$ cat src/sat_regs.svh
// Register addresses, field positions and reset values of the split auto-reload timer
// Operation
// Split clear chains bytes into 16-bit reload counter
// 16-bit wrap reloads pair, sets high flag
// Timer irq enable requests on 16-bit overflow
// Low irq enable adds low-byte wrap request
// Split set gives two 8-bit reload counters
// Split mode: run gates high byte only
// Clock select: system_clock, system_clock/12 or ext/8
// Ext/8 clock synchronised before counting
// High flag set on high-byte wrap
// Low flag set on low-byte wrap, any mode
// Split irq on high, optionally low overflow
// Flags cleared only by software
// Capture copies count to reload on lfo rise
// Control bit 1 reads zero, ignores writes
// Run bit clear stops, set runs timer
// 16-bit mode uses high-byte clock select
`ifndef SAT_REGS_SVH
`define SAT_REGS_SVH
`define SAT_ADDR_CONTROL    8'h91
`define SAT_ADDR_RELOAD_LO  8'h92
`define SAT_ADDR_RELOAD_HI  8'h93
`define SAT_ADDR_COUNT_LO   8'h94
`define SAT_ADDR_COUNT_HI   8'h95
`define SAT_BIT_HIGH_FLAG   7
`define SAT_BIT_LOW_FLAG    6
`define SAT_BIT_LOW_IRQ_EN  5
`define SAT_BIT_CAPTURE_EN  4
`define SAT_BIT_SPLIT       3
`define SAT_BIT_RUN         2
`define SAT_BIT_EXT_SEL     0
`define SAT_CONTROL_RESET   8'h00
`define SAT_RELOAD_RESET    8'h00
`define SAT_COUNT_RESET     8'h00
`define SAT_CONTROL_WMASK   8'hfd
`define SAT_SYS_DIV         12
`define SAT_EXT_DIV         8
`endif

$ cat src/sat_pkg.sv
// Types shared by the split auto-reload timer
package sat_pkg;
    typedef logic [7:0] sat_byte_t;
    typedef enum logic [1:0] {
        SAT_SRC_SYS,
        SAT_SRC_DIV12,
        SAT_SRC_EXT8
    } sat_src_e;
endpackage : sat_pkg

$ cat src/sat_timer.sv
// Split auto-reload timer top: special function registers and counters
`timescale 1ns/1ps
`include "sat_regs.svh"
module sat_timer
    import sat_pkg::*;
(
    // Clock and reset
    input  wire logic      clock,
    input  wire logic      resetn,
    input  wire logic      clk_en,
    // Register port
    input  wire logic [7:0] sfr_addr,
    input  wire logic      sfr_wr,
    input  wire logic      sfr_rd,
    input  wire logic [7:0] sfr_wdata,
    output logic [7:0]     sfr_rdata,
    // Clock selects from the clock select register
    input  wire logic      high_byte_clock_select,
    input  wire logic      low_byte_clock_select,
    // Interrupt enable from the extended irq enable register
    input  wire logic      timer_irq_enable,
    // Oscillator pins
    input  wire logic      ext_osc,
    input  wire logic      lfo_out,
    // Interrupt request
    output logic           irq
);
    sat_byte_t control_q;
    sat_byte_t reload_lo_q;
    sat_byte_t reload_hi_q;
    sat_byte_t count_lo_q;
    sat_byte_t count_hi_q;
    logic      lfo_meta_q;
    logic      lfo_sync_q;
    logic      lfo_prev_q;
    logic      div12_tick;
    logic      ext8_tick;

    sat_tick_gen #(
        .SYS_DIV (`SAT_SYS_DIV),
        .EXT_DIV (`SAT_EXT_DIV)
    ) u_ticks (
        .clock      (clock),
        .resetn     (resetn),
        .clk_en     (clk_en),
        .ext_osc    (ext_osc),
        .div12_tick (div12_tick),
        .ext8_tick  (ext8_tick)
    );

    // Control fields
    wire split_mode_enable       = control_q[`SAT_BIT_SPLIT];
    wire run_control             = control_q[`SAT_BIT_RUN];
    wire external_clock_select   = control_q[`SAT_BIT_EXT_SEL];
    wire low_overflow_irq_enable = control_q[`SAT_BIT_LOW_IRQ_EN];
    wire lfo_capture_enable      = control_q[`SAT_BIT_CAPTURE_EN];
    wire high_overflow_flag      = control_q[`SAT_BIT_HIGH_FLAG];
    wire low_overflow_flag       = control_q[`SAT_BIT_LOW_FLAG];

    // Clock source choice per byte
    wire ext_tick   = external_clock_select ? ext8_tick : div12_tick;
    wire hi_tick    = high_byte_clock_select ? 1'b1 : ext_tick;
    wire lo_tick_sp = low_byte_clock_select ? 1'b1 : ext_tick;
    wire lo_tick    = split_mode_enable ? lo_tick_sp : hi_tick;

    // Advance conditions
    wire full_adv = !split_mode_enable && run_control && hi_tick;
    wire lo_adv   = split_mode_enable ? lo_tick : full_adv;
    wire hi_adv   = split_mode_enable ? (run_control && hi_tick)
                                      : (full_adv && count_lo_q == 8'hff);
    wire lo_wrap  = lo_adv && (count_lo_q == 8'hff);
    wire hi_wrap  = hi_adv && (count_hi_q == 8'hff);

    // Capture edge on the low-frequency oscillator
    wire lfo_rise = lfo_sync_q & ~lfo_prev_q;
    wire capture  = lfo_capture_enable && timer_irq_enable && lfo_rise;
    logic capture_pend_q;

    // Register write decode
    wire wr_ctrl = sfr_wr && (sfr_addr == `SAT_ADDR_CONTROL);
    wire wr_rll  = sfr_wr && (sfr_addr == `SAT_ADDR_RELOAD_LO);
    wire wr_rlh  = sfr_wr && (sfr_addr == `SAT_ADDR_RELOAD_HI);
    wire wr_cl   = sfr_wr && (sfr_addr == `SAT_ADDR_COUNT_LO);
    wire wr_ch   = sfr_wr && (sfr_addr == `SAT_ADDR_COUNT_HI);

    // Next control value: write then hardware sets win over clears
    sat_byte_t ctrl_wr;
    sat_byte_t control_d;
    assign ctrl_wr = wr_ctrl ? (sfr_wdata & `SAT_CONTROL_WMASK)
                             : control_q;
    always_comb begin
        control_d = ctrl_wr;
        if (hi_wrap) begin
            control_d[`SAT_BIT_HIGH_FLAG] = 1'b1;
        end
        if (lo_wrap) begin
            control_d[`SAT_BIT_LOW_FLAG] = 1'b1;
        end
    end

    // Next count values
    sat_byte_t count_lo_d;
    sat_byte_t count_hi_d;
    always_comb begin
        count_lo_d = count_lo_q;
        count_hi_d = count_hi_q;
        if (split_mode_enable) begin
            if (lo_adv) begin
                count_lo_d = lo_wrap ? reload_lo_q : 8'(count_lo_q + 8'h01);
            end
            if (hi_adv) begin
                count_hi_d = hi_wrap ? reload_hi_q : 8'(count_hi_q + 8'h01);
            end
        end else if (full_adv) begin
            if (hi_wrap) begin
                count_lo_d = reload_lo_q;
                count_hi_d = reload_hi_q;
            end else begin
                count_lo_d = 8'(count_lo_q + 8'h01);
                count_hi_d = hi_adv ? 8'(count_hi_q + 8'h01) : count_hi_q;
            end
        end
        // Software write wins over a count step in the same cycle
        if (wr_cl) begin
            count_lo_d = sfr_wdata;
        end
        if (wr_ch) begin
            count_hi_d = sfr_wdata;
        end
    end

    // Next reload values: capture overrides software write
    sat_byte_t reload_lo_d;
    sat_byte_t reload_hi_d;
    assign reload_lo_d = capture ? count_lo_q : (wr_rll ? sfr_wdata : reload_lo_q);
    assign reload_hi_d = capture ? count_hi_q : (wr_rlh ? sfr_wdata : reload_hi_q);

    // Interrupt request from flags and capture
    wire low_irq_src = low_overflow_irq_enable && low_overflow_flag;
    assign irq = timer_irq_enable && (high_overflow_flag || low_irq_src)
                 || capture_pend_q;

    always_ff @(posedge clock or negedge resetn) begin
        if (!resetn) begin
            control_q   <= `SAT_CONTROL_RESET;
            reload_lo_q <= `SAT_RELOAD_RESET;
            reload_hi_q <= `SAT_RELOAD_RESET;
            count_lo_q  <= `SAT_COUNT_RESET;
            count_hi_q  <= `SAT_COUNT_RESET;
        end else if (clk_en) begin
            control_q   <= control_d;
            reload_lo_q <= reload_lo_d;
            reload_hi_q <= reload_hi_d;
            count_lo_q  <= count_lo_d;
            count_hi_q  <= count_hi_d;
        end
    end

    // Oscillator synchroniser and capture request
    always_ff @(posedge clock or negedge resetn) begin
        if (!resetn) begin
            lfo_meta_q     <= 1'b0;
            lfo_sync_q     <= 1'b0;
            lfo_prev_q     <= 1'b0;
            capture_pend_q <= 1'b0;
        end else if (clk_en) begin
            lfo_meta_q     <= lfo_out;
            lfo_sync_q     <= lfo_meta_q;
            lfo_prev_q     <= lfo_sync_q;
            capture_pend_q <= capture || (capture_pend_q && !wr_ctrl);
        end
    end

    // Read data
    sat_byte_t rd_mux;
    always_comb begin
        case (sfr_addr)
            `SAT_ADDR_CONTROL:   rd_mux = control_q;
            `SAT_ADDR_RELOAD_LO: rd_mux = reload_lo_q;
            `SAT_ADDR_RELOAD_HI: rd_mux = reload_hi_q;
            `SAT_ADDR_COUNT_LO:  rd_mux = count_lo_q;
            `SAT_ADDR_COUNT_HI:  rd_mux = count_hi_q;
            default:             rd_mux = 8'h00;
        endcase
    end

    always_ff @(posedge clock or negedge resetn) begin
        if (!resetn) begin
            sfr_rdata <= 8'h00;
        end else if (clk_en) begin
            sfr_rdata <= sfr_rd ? rd_mux : 8'h00;
        end
    end
endmodule : sat_timer

$ cat src/sat_tick_gen.sv
// Count tick generator: system clock /12 and synchronised external clock /8
`timescale 1ns/1ps
`include "sat_regs.svh"
module sat_tick_gen
    import sat_pkg::*;
#(
    parameter int SYS_DIV = `SAT_SYS_DIV,
    parameter int EXT_DIV = `SAT_EXT_DIV
) (
    // Clock and reset
    input  wire logic clock,
    input  wire logic resetn,
    input  wire logic clk_en,
    // External oscillator
    input  wire logic ext_osc,
    // Ticks
    output logic      div12_tick,
    output logic      ext8_tick
);
    initial begin
        if (SYS_DIV < 2 || SYS_DIV > 256 || EXT_DIV < 2 || EXT_DIV > 256) begin
            $error("sat_tick_gen: divider out of range");
        end
    end

    localparam logic [7:0] SYS_LAST = 8'(SYS_DIV - 1);
    localparam logic [7:0] EXT_LAST = 8'(EXT_DIV - 1);

    logic [7:0] sys_cnt_q;
    logic [7:0] ext_cnt_q;
    logic       ext_meta_q;
    logic       ext_sync_q;
    logic       ext_prev_q;
    wire        ext_rise = ext_sync_q & ~ext_prev_q;
    wire        sys_wrap = (sys_cnt_q == SYS_LAST);
    wire        ext_wrap = ext_rise && (ext_cnt_q == EXT_LAST);

    always_ff @(posedge clock or negedge resetn) begin
        if (!resetn) begin
            sys_cnt_q  <= 8'h00;
            ext_cnt_q  <= 8'h00;
            ext_meta_q <= 1'b0;
            ext_sync_q <= 1'b0;
            ext_prev_q <= 1'b0;
            div12_tick <= 1'b0;
            ext8_tick  <= 1'b0;
        end else if (clk_en) begin
            ext_meta_q <= ext_osc;
            ext_sync_q <= ext_meta_q;
            ext_prev_q <= ext_sync_q;
            sys_cnt_q  <= sys_wrap ? 8'h00 : 8'(sys_cnt_q + 8'h01);
            if (ext_rise) begin
                ext_cnt_q <= ext_wrap ? 8'h00 : 8'(ext_cnt_q + 8'h01);
            end
            div12_tick <= sys_wrap;
            ext8_tick  <= ext_wrap;
        end
    end
endmodule : sat_tick_gen

$ cat config.mk
export PLATFORM = sky130hd
export DESIGN_NAME = sat_timer
export DESIGN_NICKNAME = d
export VERILOG_FILES = /design/src/sat_pkg.sv /design/src/sat_timer.sv /design/src/sat_tick_gen.sv
export VERILOG_INCLUDE_DIRS = /design/src
export SDC_FILE = /design/constraint.sdc
export NUM_CORES = 1
export LEC_CHECK = 0
export BUFFER_PORTS_ARGS = -buffer_cell sky130_fd_sc_hd__buf_4
export CAP_MARGIN = 0
export CORE_MARGIN = 2
export CORE_UTILIZATION = 45
export DETAILED_ROUTE_END_ITERATION = 8
export PLACE_DENSITY = 0.66
export RECOVER_POWER = 100
export SYNTH_ARGS = -nofsm -noshare
export SYNTH_HDL_FRONTEND = slang
export SYNTH_SLANG_ARGS = --single-unit
$ cat constraint.sdc
create_clock -name clock -period 1.7 [get_ports clock]
set_input_delay 0.17 -clock clock [delete_from_list [all_inputs] [get_ports clock]]
set_output_delay 0.17 -clock clock [all_outputs]
set_load 0.02 [all_outputs]
==> impl_results.md, run 1 <==
* Number of antenna cells inserted at 0
* Distinct cells, synth at 74
* Post-layout minimum cycle time at about 1.8 ns
* Routed length per placed instance at 19.21 µm
* Core area at approximately 9300 µm²
* Number of nets in the finished design at ~530
* Fillers at between 800 and 900
* Comb power frac at 0.226
* Sw Pwr at between 0.001 and 0.0015 W
* Cell Chain, Critical Path: ha_2, and3_4, a21oi_4, nor3_4, mux2i_1, o221ai_1
* Clock root buffer master: clkbuf_8
* Largest net degree at the start of global routing at between 50 and 60
* Global Route met3 Usage at 0.06498
* Fmax at roughly 560 MHz
* Kind of critical path: flip-flop to flip-flop
* Sequential share of power at 0.458
* Peak ir drop on the vdd network at ~630 µV
* Area of all sequential standard cells at roughly 1800 µm²
* Detailed-route via count at between 3k and 4k
* TritonCTS Buffers at 9
* Worst endpoint required time at around 1.9 ns
* Setup repair after global routing missed its margin: yes
* Number of pins with negative max-slew slack in the final report at 0
* Final-layout worst hold slack at approximately 0.044 ns
* Number of buffers on the longest clock path at 2
* Cell count of the worst hold path at 2
* Vias in the first global route at between 3k and 4k
* Power per cell area at just under 900 nW/µm²
* Effective utilization at floorplan at 0.4674
* Maximum capacitance violations at 0
* Highest-delay cell along the critical path: nor3_4
* Number of rows in the core area at 35
* Mapped Avg Cell Area at around 10 µm²
* Share of synthesized area occupied by flip-flops and latches at 0.4152
* Final Core Density at 0.5767
* GR Util met2 at 0.3639
* Clock tree from TritonCTS: done
* Most used flip-flop cell after synthesis: dfrtp_1
* Worst slew margin relative to its limit at 0.1398
* Footprint of the multi-input gates at 2454 µm²
* Pre-antenna DRT Iters at 4
* Endpoint type of the worst setup path: flip-flop
* Clock Power Share at 0.316
* Antenna-violating nets left at 0
* Count of placed standard cells including taps at roughly 620
* Largest fanout on the critical path at 7
* Depth of the worst register-to-register path at 6
* Boundary Pins at 35
* Clock-pin slew on the worst setup and hold paths at 0.09 ns
* Slack of the critical path at -0.09299 ns
* Result of the run: finished with violations
* Global placement routability congestion at 0.9162
* Actual transition at the worst max-transition pin at between 1 and 1.5 ns
* Crit-path max cell delay at 0.40 ns
* Tot GR Track Use at 0.2480
* Layout cell share with drive strength beyond 1 at 0.3091
* Final Hold Violating Endpoints at 0
* Number of synthesized flops with an enable pin at 0
* Starting DRT DRC Count at roughly 280
* Placed Area at around 5100 µm²
* Sum of overflow across all layers after global routing at 0
* Average vias per placed instance at between 5 and 6
* H-tree depth reported by CTS at 3
* Global-route met1 utilization at 0.3515
* Height of the chip at slightly above 100 µm
* Clock latency on the worst-skew pair at about 0.36 ns
* Post-Route Skew at ~0.0094 ns
* Period utilization at 1.055
* Half-perimeter wire length of the detailed placement result at between 9000 and 10,000 µm
* Critical path startpoint category: flip-flop
* Wire length of the first global-routing pass at a little under 20,000 µm
* Internal portion of total power at 0.003159 W
* Fraction of power spent switching nets at 0.3217
* Overall die width at just over 100 µm
* Post-Layout Cell Count at ~640
* P_leak at 2.467 nW
* Area growth syn-to-layout at 23.39%
* Finish-stage setup viols at 13
* Worst min-delay path category: input pin to flip-flop
* Cell area after synthesis at 4339 µm²
* Post-Route WL at ~12,000 µm
* Net count after synthesis at roughly 450
* Data arrival time of the critical path at just over 2 ns
* Residual DRC at 0
* Yosys warnings at 0
* Most crowded layer after global routing: met2
* CTS sink count at a little over 70
* Total non-filler cell area in the finished layout at between 5000 and 6000 µm²
* Antenna violations before repair at 0
* Number of port buffers at 34
* Number of storage elements in the synthesis netlist at 72
* Gate count of the mapped netlist at 419
* Violations in the final reports: setup timing
* Proportion of synthesized flip-flops having asynchronous set or reset at 1.000
* Area enclosed by the die boundary at ~10,000 µm²
## final cells by class
cell class | instances | share of cell area
clock buffer | 9 | 0.02314
multi-input combinational | 310 | 0.4583
inverter | 17 | 0.01192
sequential | 72 | 0.3365
clock inverter | 7 | 0.01589
timing repair buffer | 93 | 0.1241
tap | 129 | 0.03015
## worst max-delay path: cells and delay by family, from the launching register on
family | cells | cell delay (ns)
simple gates | 2 | 0.62
flops | 1 | 0.37
mux | 1 | 0.26
compound gates | 2 | 0.23
fa+ha+maj | 1 | 0.19
## layer usage
metal | up-vias | share of wire
met1 | 1816 | 0.46
li1 | 1723 | -
met3 | 19 | 0.067
met4 | 0 | 0.019
met5 | - | 0
met2 | 115 | 0.46
## repair_timing
action                                 in CTS  in global routing
pin swaps                                   9                  9
gates cloned                                1                  0
setup buffers                               2                  2
setup endpoints to repair                  15                 16
endpoints found under the hold margin      21                  0
hold buffers                                1                  0
gates resized for setup                    16                  8
## kinds of logic (layout without fill, tap and decap cells)
logic type / count (synthesis) / after routing / synth area share
AND/OR/NAND/NOR: 138 / 138 / 0.1929
AO/OA/AOI/OAI: 100 / 101 / 0.1693
adder cells (fa/ha/maj): 4 / 4 / 0.01153
XOR/XNOR: 19 / 19 / 0.03835
multiplexers: 48 / 48 / 0.1329
flip-flops: 72 / 72 / 0.4152
buffers and inverters: 38 / 126 / 0.03979
## metrics by stage
stage                     setup WS, ns  power, W  setup TNS (ns)
after floorplan               -0.06488  0.002752        -0.07198
after global placement         -0.1034  0.003157         -0.7350
after detailed placement       -0.1379  0.003186          -1.067
after CTS                     -0.05068  0.004679         -0.1836
after global routing           -0.1769  0.004898          -4.534
final                         -0.09299  0.004658         -0.7665
## cell usage in the layout, fill, tap and decap left out, drive strengths merged, types with 2 or more instances in the layout
cell       n
ha         4
o22ai      5
nand2     52
xnor2     11
a211oi     3
a31oi      5
nand3     19
o311ai     2
o21ai     26
nor2      16
or2        3
inv       21
and4       4
mux2i     19
o221ai     5
o21a       3
a221oi     3
a22o       5
clkinvlp   2
and3       9
o31ai      4
a21oi     13
a21boi     4
nor4       3
o2bb2ai   10
xor2       8
nor4b      5
o31a       3
dfrtp     72
clkbuf    28
buf       73
mux2      29
nor3       9
nor2b      2
a21o       3
nand4      6
## power groups by stage
stage	logic, W	registers, W	clock network [W]
after detailed placement	0.00102	0.00216	0
after global routing	0.00116	0.00217	0.00157
after CTS	0.00105	0.00213	0.00150
after global placement	0.000999	0.00216	0
after floorplan	0.000605	0.00215	0
final	0.00105	0.00214	0.00147
## cells in the mapped netlist, drive strengths merged, types with 2 or more instances
library cell	number	area, µm²
mux2	29	386.6
nand4	6	52.55
o2bb2ai	10	87.58
o311ai	2	17.52
dfrtp	72	1802
nor4	3	33.78
a211oi	3	22.52
a22o	5	43.79
a31oi	5	31.28
a21o	3	22.52
o221ai	5	43.79
nor2	16	76.32
mux2i	19	190.2
xnor2	11	96.34
buf	10	63.81
nor3	9	66.32
nand3	19	95.09
o31ai	4	43.79
nor4b	5	73.83
o21a	3	22.52
a21boi	4	30.03
o21ai	26	145.2
a221oi	3	32.53
nand2	52	197.7
inv	17	63.81
and3	9	66.31
o22ai	5	31.28
o31a	2	18.77
or2	3	18.77
xor2	8	70.07
a21oi	13	80.08
nor2b	2	12.51
clkbuf	11	45.05
and4	4	37.54
ha	4	50.05
## state kept, by name (all words and copies together), names as in the netlist, 7 cells and up
register and cells:
sfr_rdata 8, reload_hi_q 8, u_ticks.sys_cnt_q 8, count_lo_q 8
count_hi_q 8, reload_lo_q 8, control_q 7, u_ticks.ext_cnt_q 8
## final timing paths
kind,to,slack [ns],startpoint
max,count_hi_q[5]$_DFFE_PN0P_,-0.09,count_lo_q[1]$_DFFE_PN0P_
min,lfo_meta_q$_DFFE_PN0P_,0.04,lfo_out
max reg2reg,count_hi_q[5]$_DFFE_PN0P_,-0.09,count_lo_q[1]$_DFFE_PN0P_
min reg2reg,u_ticks.ext_cnt_q[7]$_DFFE_PN0P_,0.48,u_ticks.ext_cnt_q[7]$_DFFE_PN0P_
max in group asynchronous,count_lo_q[1]$_DFFE_PN0P_,0.19,resetn
min in group asynchronous,sfr_rdata[1]$_DFFE_PN0P_,0.61,resetn
No activity file was read; power rests on OpenSTA's default activity.
==> run 2, diff against run 1 <==
--- a/config.mk
+++ b/config.mk
@@ -6,6 +6,7 @@
 export SDC_FILE = /design/constraint.sdc
 export NUM_CORES = 1
 export LEC_CHECK = 0
+export ABC_AREA = 1
 export BUFFER_PORTS_ARGS = -buffer_cell sky130_fd_sc_hd__buf_4
 export CAP_MARGIN = 0
 export CORE_MARGIN = 2
==> run 2 against run 1 <==
The flow now finishes without violations. Worst hold slack lost 0.025 ns. Fmax is 12% higher. Via count up 5.2%. Flip-flop and latch count unchanged. Critical path depth is 6 higher. Global-route usage shrank 2.0 points. Sequential share of layout area grew 2.7 points. Count of clock-buffer cells in the layout is 1 higher. Total power up 4.1%. Critical path type unchanged. Largest cell class unchanged.
==> impl_results.md, run 2 <==
* Result of the run: finished clean
* Period utilization at 0.9417
* Leading cell type in the layout, fill and taps excluded: nand2_1
* Most area-consuming cells after synthesis: dfrtp_1 43%, nand2_1 15%, inv_1 5.6%
* Residual DRC at 0
* Mapped Avg Cell Area at approximately 7.6 µm²
* Area enclosed by the die boundary at approximately 10,000 µm²
* Largest net degree at the start of global routing at 45
* Ranking of synthesized cells by instance count: 166 x nand2_1, 72 x dfrtp_1, 62 x inv_1
* Layout cell share with drive strength beyond 1 at 0.1870
* Starting DRT DRC Count at 274
* Distinct cells, synth at 41
* P_leak at about 2.6 nW
* Fillers at around 920
* Critical path startpoint category: flip-flop
* Net count after synthesis at between 500 and 600
* Detailed-route via count at a little under 4k
* Global Route met3 Usage at 0.02925
* Number of storage elements in the synthesis netlist at 72
* Depth of the worst register-to-register path at 12
* Most used flip-flop cell after synthesis: dfrtp_1
* Post-Route Skew at 0.008061 ns
* Global placement routability congestion at roughly 0.93
* Largest fanout on the critical path at 4
* GR Util met2 at 0.3660
* Cell area after synthesis at 4158 µm²
* TritonCTS Buffers at 9
* CTS sink count at a little over 70
* Cell count of the worst hold path at 3
* Worst endpoint required time at slightly below 2 ns
* Global-route met1 utilization at 0.3166
* Number of antenna cells inserted at 0
* Peak ir drop on the vdd network at roughly 350 µV
* Proportion of synthesized flip-flops having asynchronous set or reset at 1.000
* Pre-CTS setup slack at -0.05421 ns
* Total non-filler cell area in the finished layout at roughly 5000 µm²
* Number of rows in the core area at 35
* Placed Area at 4632 µm²
* Kind of critical path: flip-flop to flip-flop
* Power per cell area at a little under 1000 nW/µm²
* Height of the chip at roughly 100 µm
* Overall die width at ~100 µm
* H-tree depth reported by CTS at 3
* Worst slew margin relative to its limit at 0.5171
* Post-layout minimum cycle time at roughly 1.6 ns
* Leading cell type by number of instances after synthesis: nand2_1
* Average vias per placed instance at 5.321
* Setup slack of the most critical reg-to-reg path at roughly 0.099 ns
* Sum of negative setup slack at 0 ns
* Clock latency on the worst-skew pair at between 0.3 and 0.4 ns
* Maximum capacitance violations at 0
* Finish-stage setup viols at 0
* Critical path launch point: count_lo_q[1]$_DFFE_PN0P_
* Number of pins with negative max-slew slack in the final report at 0
* Endpoint type of the worst setup path: flip-flop
* Endpoint of the worst register-to-register path: count_hi_q[0]$_DFFE_PN0P_
* Pre-antenna DRT Iters at 5
* Fmax at roughly 620 MHz
* Worst min-delay path category: input pin to flip-flop
* Proportion of netlist area held by the largest area contributor at 0.4333
* Antenna violations before repair at 0
* Vias in the first global route at roughly 3.7k
* Effective utilization at floorplan at 0.4565
* Routed length per placed instance at approximately 15 µm
* Number of buffers on the longest clock path at 2
* Number of port buffers at 34
* Wire length of the first global-routing pass at roughly 18,000 µm
* Actual transition at the worst max-transition pin at around 0.72 ns
* Clock root buffer master: clkbuf_8
* Area growth syn-to-layout at 19.32%
* Most crowded layer after global routing: met2
* Share of synthesized area occupied by flip-flops and latches at 0.4333
* Antenna-violating nets left at 0
* Clock-pin slew on the worst setup and hold paths at 0.08 ns
* Number of synthesized flops with an enable pin at 0
* Hold Path Origin: lfo_out
* Boundary Pins at 35
* Yosys warnings at 0
* Post-Route WL at ~11,000 µm
* R2r startpoint: count_lo_q[1]$_DFFE_PN0P_
* Half-perimeter wire length of the detailed placement result at around 8000 µm
* Core area at around 9100 µm²
* Number of nets in the finished design at 640
* Area leader, netlist: dfrtp_1
* Tot GR Track Use at 0.2277
* Final Hold Violating Endpoints at 0
* Hold path endpoint: lfo_meta_q$_DFFE_PN0P_
* Data arrival time of the critical path at approximately 1.9 ns
* Clock tree from TritonCTS: done
* Gate count of the mapped netlist at 550
* Highest-count cells in the layout ignoring fill and taps: 163 x nand2_1, 72 x dfrtp_1, 62 x inv_1, 47 x buf_4, 40 x nor2_1
* Slack of the critical path at slightly below 0.1 ns
* Sum of overflow across all layers after global routing at 0
run 2: cell types whose count changed in the layout (fill, tap and decap cells not counted), moves of 18 or more:
cell,before,now
buf_4,70,47
inv_1,17,62
mux2i_1,19,0
nand2_1,51,163
nor2_1,15,40
o21ai_0,18,36
run 2: final cells by class:
cell class / instances / area [µm²] / area share
sequential: 72 / 1802 / 0.3632
inverter: 70 / 264.0 / 0.05322
multi-input combinational: 395 / 2062 / 0.4156
clock buffer: 10 / 137.6 / 0.02774
timing repair buffer: 62 / 440.4 / 0.08878
clock inverter: 6 / 116.4 / 0.02346
tap: 111 / 138.9 / 0.02799
run 2: report_power, final:
part | total (W) | switching, W | internal (W) | leakage, nW
logic | 0.000899 | 0.000500 | 0.000399 | 1.58
registers | 0.00222 | 0.000237 | 0.00198 | 0.897
clock network | 0.00173 | 0.000710 | 0.00102 | 0.127
run 2: critical path, stage by stage (launching register included):
cell,delay [ns]
dfrtp_1,0.40
ha_4,0.17
nand3_4,0.08
inv_2,0.08
nand2_4,0.06
nand2_4,0.10
nand2_2,0.06
nand2_1,0.07
nand2_2,0.07
buf_4,0.16
a21oi_1,0.10
o21ai_1,0.07
o21ai_1,0.09
run 2: cells by family after synthesis:
logic type / share of synthesized area
DFF: 0.4333
and+or+nand+nor: 0.3124
buffers and inverters: 0.08486
xor gates and xnor gates: 0.04002
AOI/OAI and AO/OA: 0.1174
adders and majority gates: 0.01204
run 2: per-layer routing:
metal / up-vias / wire length [µm]
li1: 1888 / -
met1: 1828 / 5100
met2: 121 / 5079
met3: 26 / 521
met4: 0 / 259
met5: - / 0
run 2: through the flow:
stage               power (W)  hold WS (ns)  instances  utilization
finish               0.004850       0.01895        726       0.5446
global route         0.005099       0.03303        726       0.5446
CTS                  0.004838       0.01357        719       0.5408
global placement     0.003087        0.1183        702       0.5085
detailed placement   0.003118        0.1155        702       0.5085
floorplan            0.002778       -0.1256        550            -
run 2: repair_timing:
item | 4_1_cts | 5_1_grt
resized for setup | 5 | 17
setup buffers | 0 | 5
endpoints found under the setup margin | 9 | 16
gates cloned | 0 | 2
endpoints found under the hold margin | 28 | 0
hold buffers | 1 | 0
pin swaps | 0 | 4
run 2: worst max-delay path by stage:
stage	depth (start not counted)	to	slack, ns
floorplan	10	count_hi_q[4]$_DFFE_PN0P_	0.13
detailed placement	11	count_lo_q[0]$_DFFE_PN0P_	-0.05
global placement	11	count_lo_q[5]$_DFFE_PN0P_	-0.02
global route	12	count_hi_q[3]$_DFFE_PN0P_	-0.003
CTS	12	count_hi_q[0]$_DFFE_PN0P_	-0.006
finish	12	count_hi_q[0]$_DFFE_PN0P_	0.1
==> run 3, diff against run 2 <==
--- a/config.mk
+++ b/config.mk
@@ -13,7 +13,7 @@
 export CORE_UTILIZATION = 45
 export DETAILED_ROUTE_END_ITERATION = 8
 export PLACE_DENSITY = 0.66
-export RECOVER_POWER = 100
+export RECOVER_POWER = 50
 export SYNTH_ARGS = -nofsm -noshare
 export SYNTH_HDL_FRONTEND = slang
 export SYNTH_SLANG_ARGS = --single-unit
==> run 3 against run 2 <==
Die area stayed put. Register-to-register slack hardly changed. Sequential share of layout area is 0.59 points lower. Highest routed layer unchanged. Non-clock buffer count unchanged. Fmax down 0.35%. Clock power barely moved.
==> impl_results.md, run 3 (same netlist as run 2, synthesis figures left out) <==
* Fillers at between 800 and 900
* Clock root buffer master: clkbuf_8
* Peak ir drop on the vdd network at between 300 and 400 µV
* Number of buffers on the longest clock path at 2
* Antenna-violating nets left at 0
* Area growth syn-to-layout at 21.28%
* Core area at about 9100 µm²
* Cell Chain, Critical Path: ha_4, nand3_4, inv_2, nand2_4, nand2_4, nand2_2, nand2_1, nand2_2, buf_4, a21oi_1, o21ai_1, o21ai_1
* Post-layout minimum cycle time at approximately 1.6 ns
* Worst endpoint required time at between 1.5 and 2 ns
* Total power at 0.004849 W
* Post-Route WL at between 10,000 and 15,000 µm
* Largest net degree at the start of global routing at 45
* Global-route met1 utilization at 0.3166
* Half-perimeter wire length of the detailed placement result at around 8000 µm
* TritonCTS Buffers at 9
* Average vias per placed instance at about 5.3
* Global Route met3 Usage at 0.02925
* Critical path startpoint category: flip-flop
* Fmax at 622.5 MHz
* Height of the chip at 100.1 µm
* Vias in the first global route at 3,684
* Endpoint type of the worst setup path: flip-flop
* Layout cell share with drive strength beyond 1 at 0.2195
* Footprint of the multi-input gates at 2102 µm²
* Power per cell area at approximately 960 nW/µm²
* Sum of negative setup slack at 0 ns
* Worst min-delay path category: input pin to flip-flop
* Result of the run: finished clean
* Number of antenna cells inserted at 0
* Period utilization at 0.9450
* Clock latency on the worst-skew pair at 0.36 ns
* Global placement routability congestion at slightly above 0.9
* Crit-path max cell delay at about 0.4 ns
* Post-Route Skew at ~0.0096 ns
* Residual DRC at 0
* Effective utilization at floorplan at 0.4565
* Detailed-route via count at 3,843
* Kind of critical path: flip-flop to flip-flop
* Final-layout worst hold slack at slightly below 0.02 ns
* Overall die width at about 100 µm
* Sum of overflow across all layers after global routing at 0
* Area of all sequential standard cells at 1802 µm²
* Most crowded layer after global routing: met2
* Wire length of the first global-routing pass at approximately 18,000 µm
* P_leak at around 2.7 nW
* Finish-stage setup viols at 0
* Final Hold Violating Endpoints at 0
* Maximum capacitance violations at 0
* Highest-count cells in the layout ignoring fill and taps: 162 x nand2_1, 72 x dfrtp_1, 61 x inv_1, 58 x buf_4, 37 x nor2_1
* Leading cell type in the layout, fill and taps excluded: nand2_1
* CTS sink count at approximately 70
* Tot GR Track Use at 0.2277
* Number of nets in the finished design at 640
* GR Util met2 at 0.3660
* Number of rows in the core area at 35
* Highest-delay cell along the critical path: dfrtp_1
* Starting DRT DRC Count at between 300 and 400
* Largest fanout on the critical path at 4
* Pre-antenna DRT Iters at 5
* Data arrival time of the critical path at approximately 1.9 ns
* Routed length per placed instance at 15.05 µm
* Clock-pin slew on the worst setup and hold paths at 0.08 ns
* Antenna violations before repair at 0
* H-tree depth reported by CTS at 3
* Number of pins with negative max-slew slack in the final report at 0
* Number of port buffers at 34
* Boundary Pins at 35
* Area enclosed by the die boundary at 10,020 µm²
* Worst slew margin relative to its limit at 0.5090
* Actual transition at the worst max-transition pin at about 0.74 ns
* Clock tree from TritonCTS: done
[run 3: layer usage]
layer  wire, µm  vias up
li1           -     1888
met1       4926     1802
met2       5143      135
met3        615       18
met4        240        0
met5          0        -
[run 3: final cells by class]
type,instances,share of cell area
clock buffer,10,0.02730
timing repair buffer,62,0.09553
sequential,72,0.3573
clock inverter,6,0.02308
tap,111,0.02754
multi-input combinational,395,0.4169
inverter,70,0.05236
[run 3: metrics by stage]
step	util	cells	cell area, µm²	setup slack (ns)
after floorplan	-	550	4158	0.1258
after global routing	0.5536	726	5042	-0.003282
after detailed placement	0.5085	702	4632	-0.05421
after global placement	0.5085	702	4632	-0.02310
final	0.5536	726	5042	0.09355
after CTS	0.5408	719	4926	-0.005872
[run 3: worst max-delay path: cells and delay by family (launching register included)]
kind	cells	cell delay [ns]
compound gates	3	0.26
fa+ha+maj	1	0.17
buf+inv	2	0.24
flops	1	0.40
simple gates	6	0.44
[run 3: worst paths after layout]
path | startpoint | to | slack (ns) | depth (start not counted)
setup / recovery | count_lo_q[1]$_DFFE_PN0P_ | count_hi_q[0]$_DFFE_PN0P_ | 0.09 | 12
hold / removal | lfo_out | lfo_meta_q$_DFFE_PN0P_ | 0.02 | 3
setup reg to reg | count_lo_q[1]$_DFFE_PN0P_ | count_hi_q[0]$_DFFE_PN0P_ | 0.09 | 12
hold reg to reg | capture_pend_q$_DFFE_PN0P_ | capture_pend_q$_DFFE_PN0P_ | 0.47 | 2
max in group asynchronous | resetn | reload_hi_q[3]$_DFFE_PN0P_ | 0.61 | 3
min in group asynchronous | resetn | u_ticks.ext_cnt_q[4]$_DFFE_PN0P_ | 0.39 | 2
[run 3: power breakdown]
part | internal (W) | switching [W] | leakage, nW
clock network | 0.00102 | 0.000694 | 0.127
logic | 0.000405 | 0.000510 | 1.63
registers | 0.00198 | 0.000238 | 0.897
total | 0.00341 | 0.00144 | 2.66
[run 3: repair_timing]
action	CTS	global route
hold buffers	1	0
gates cloned	0	2
buffers inserted	0	5
setup endpoints to repair	9	16
pin swaps	0	4
resized for setup	5	17
hold endpoints to repair	28	0
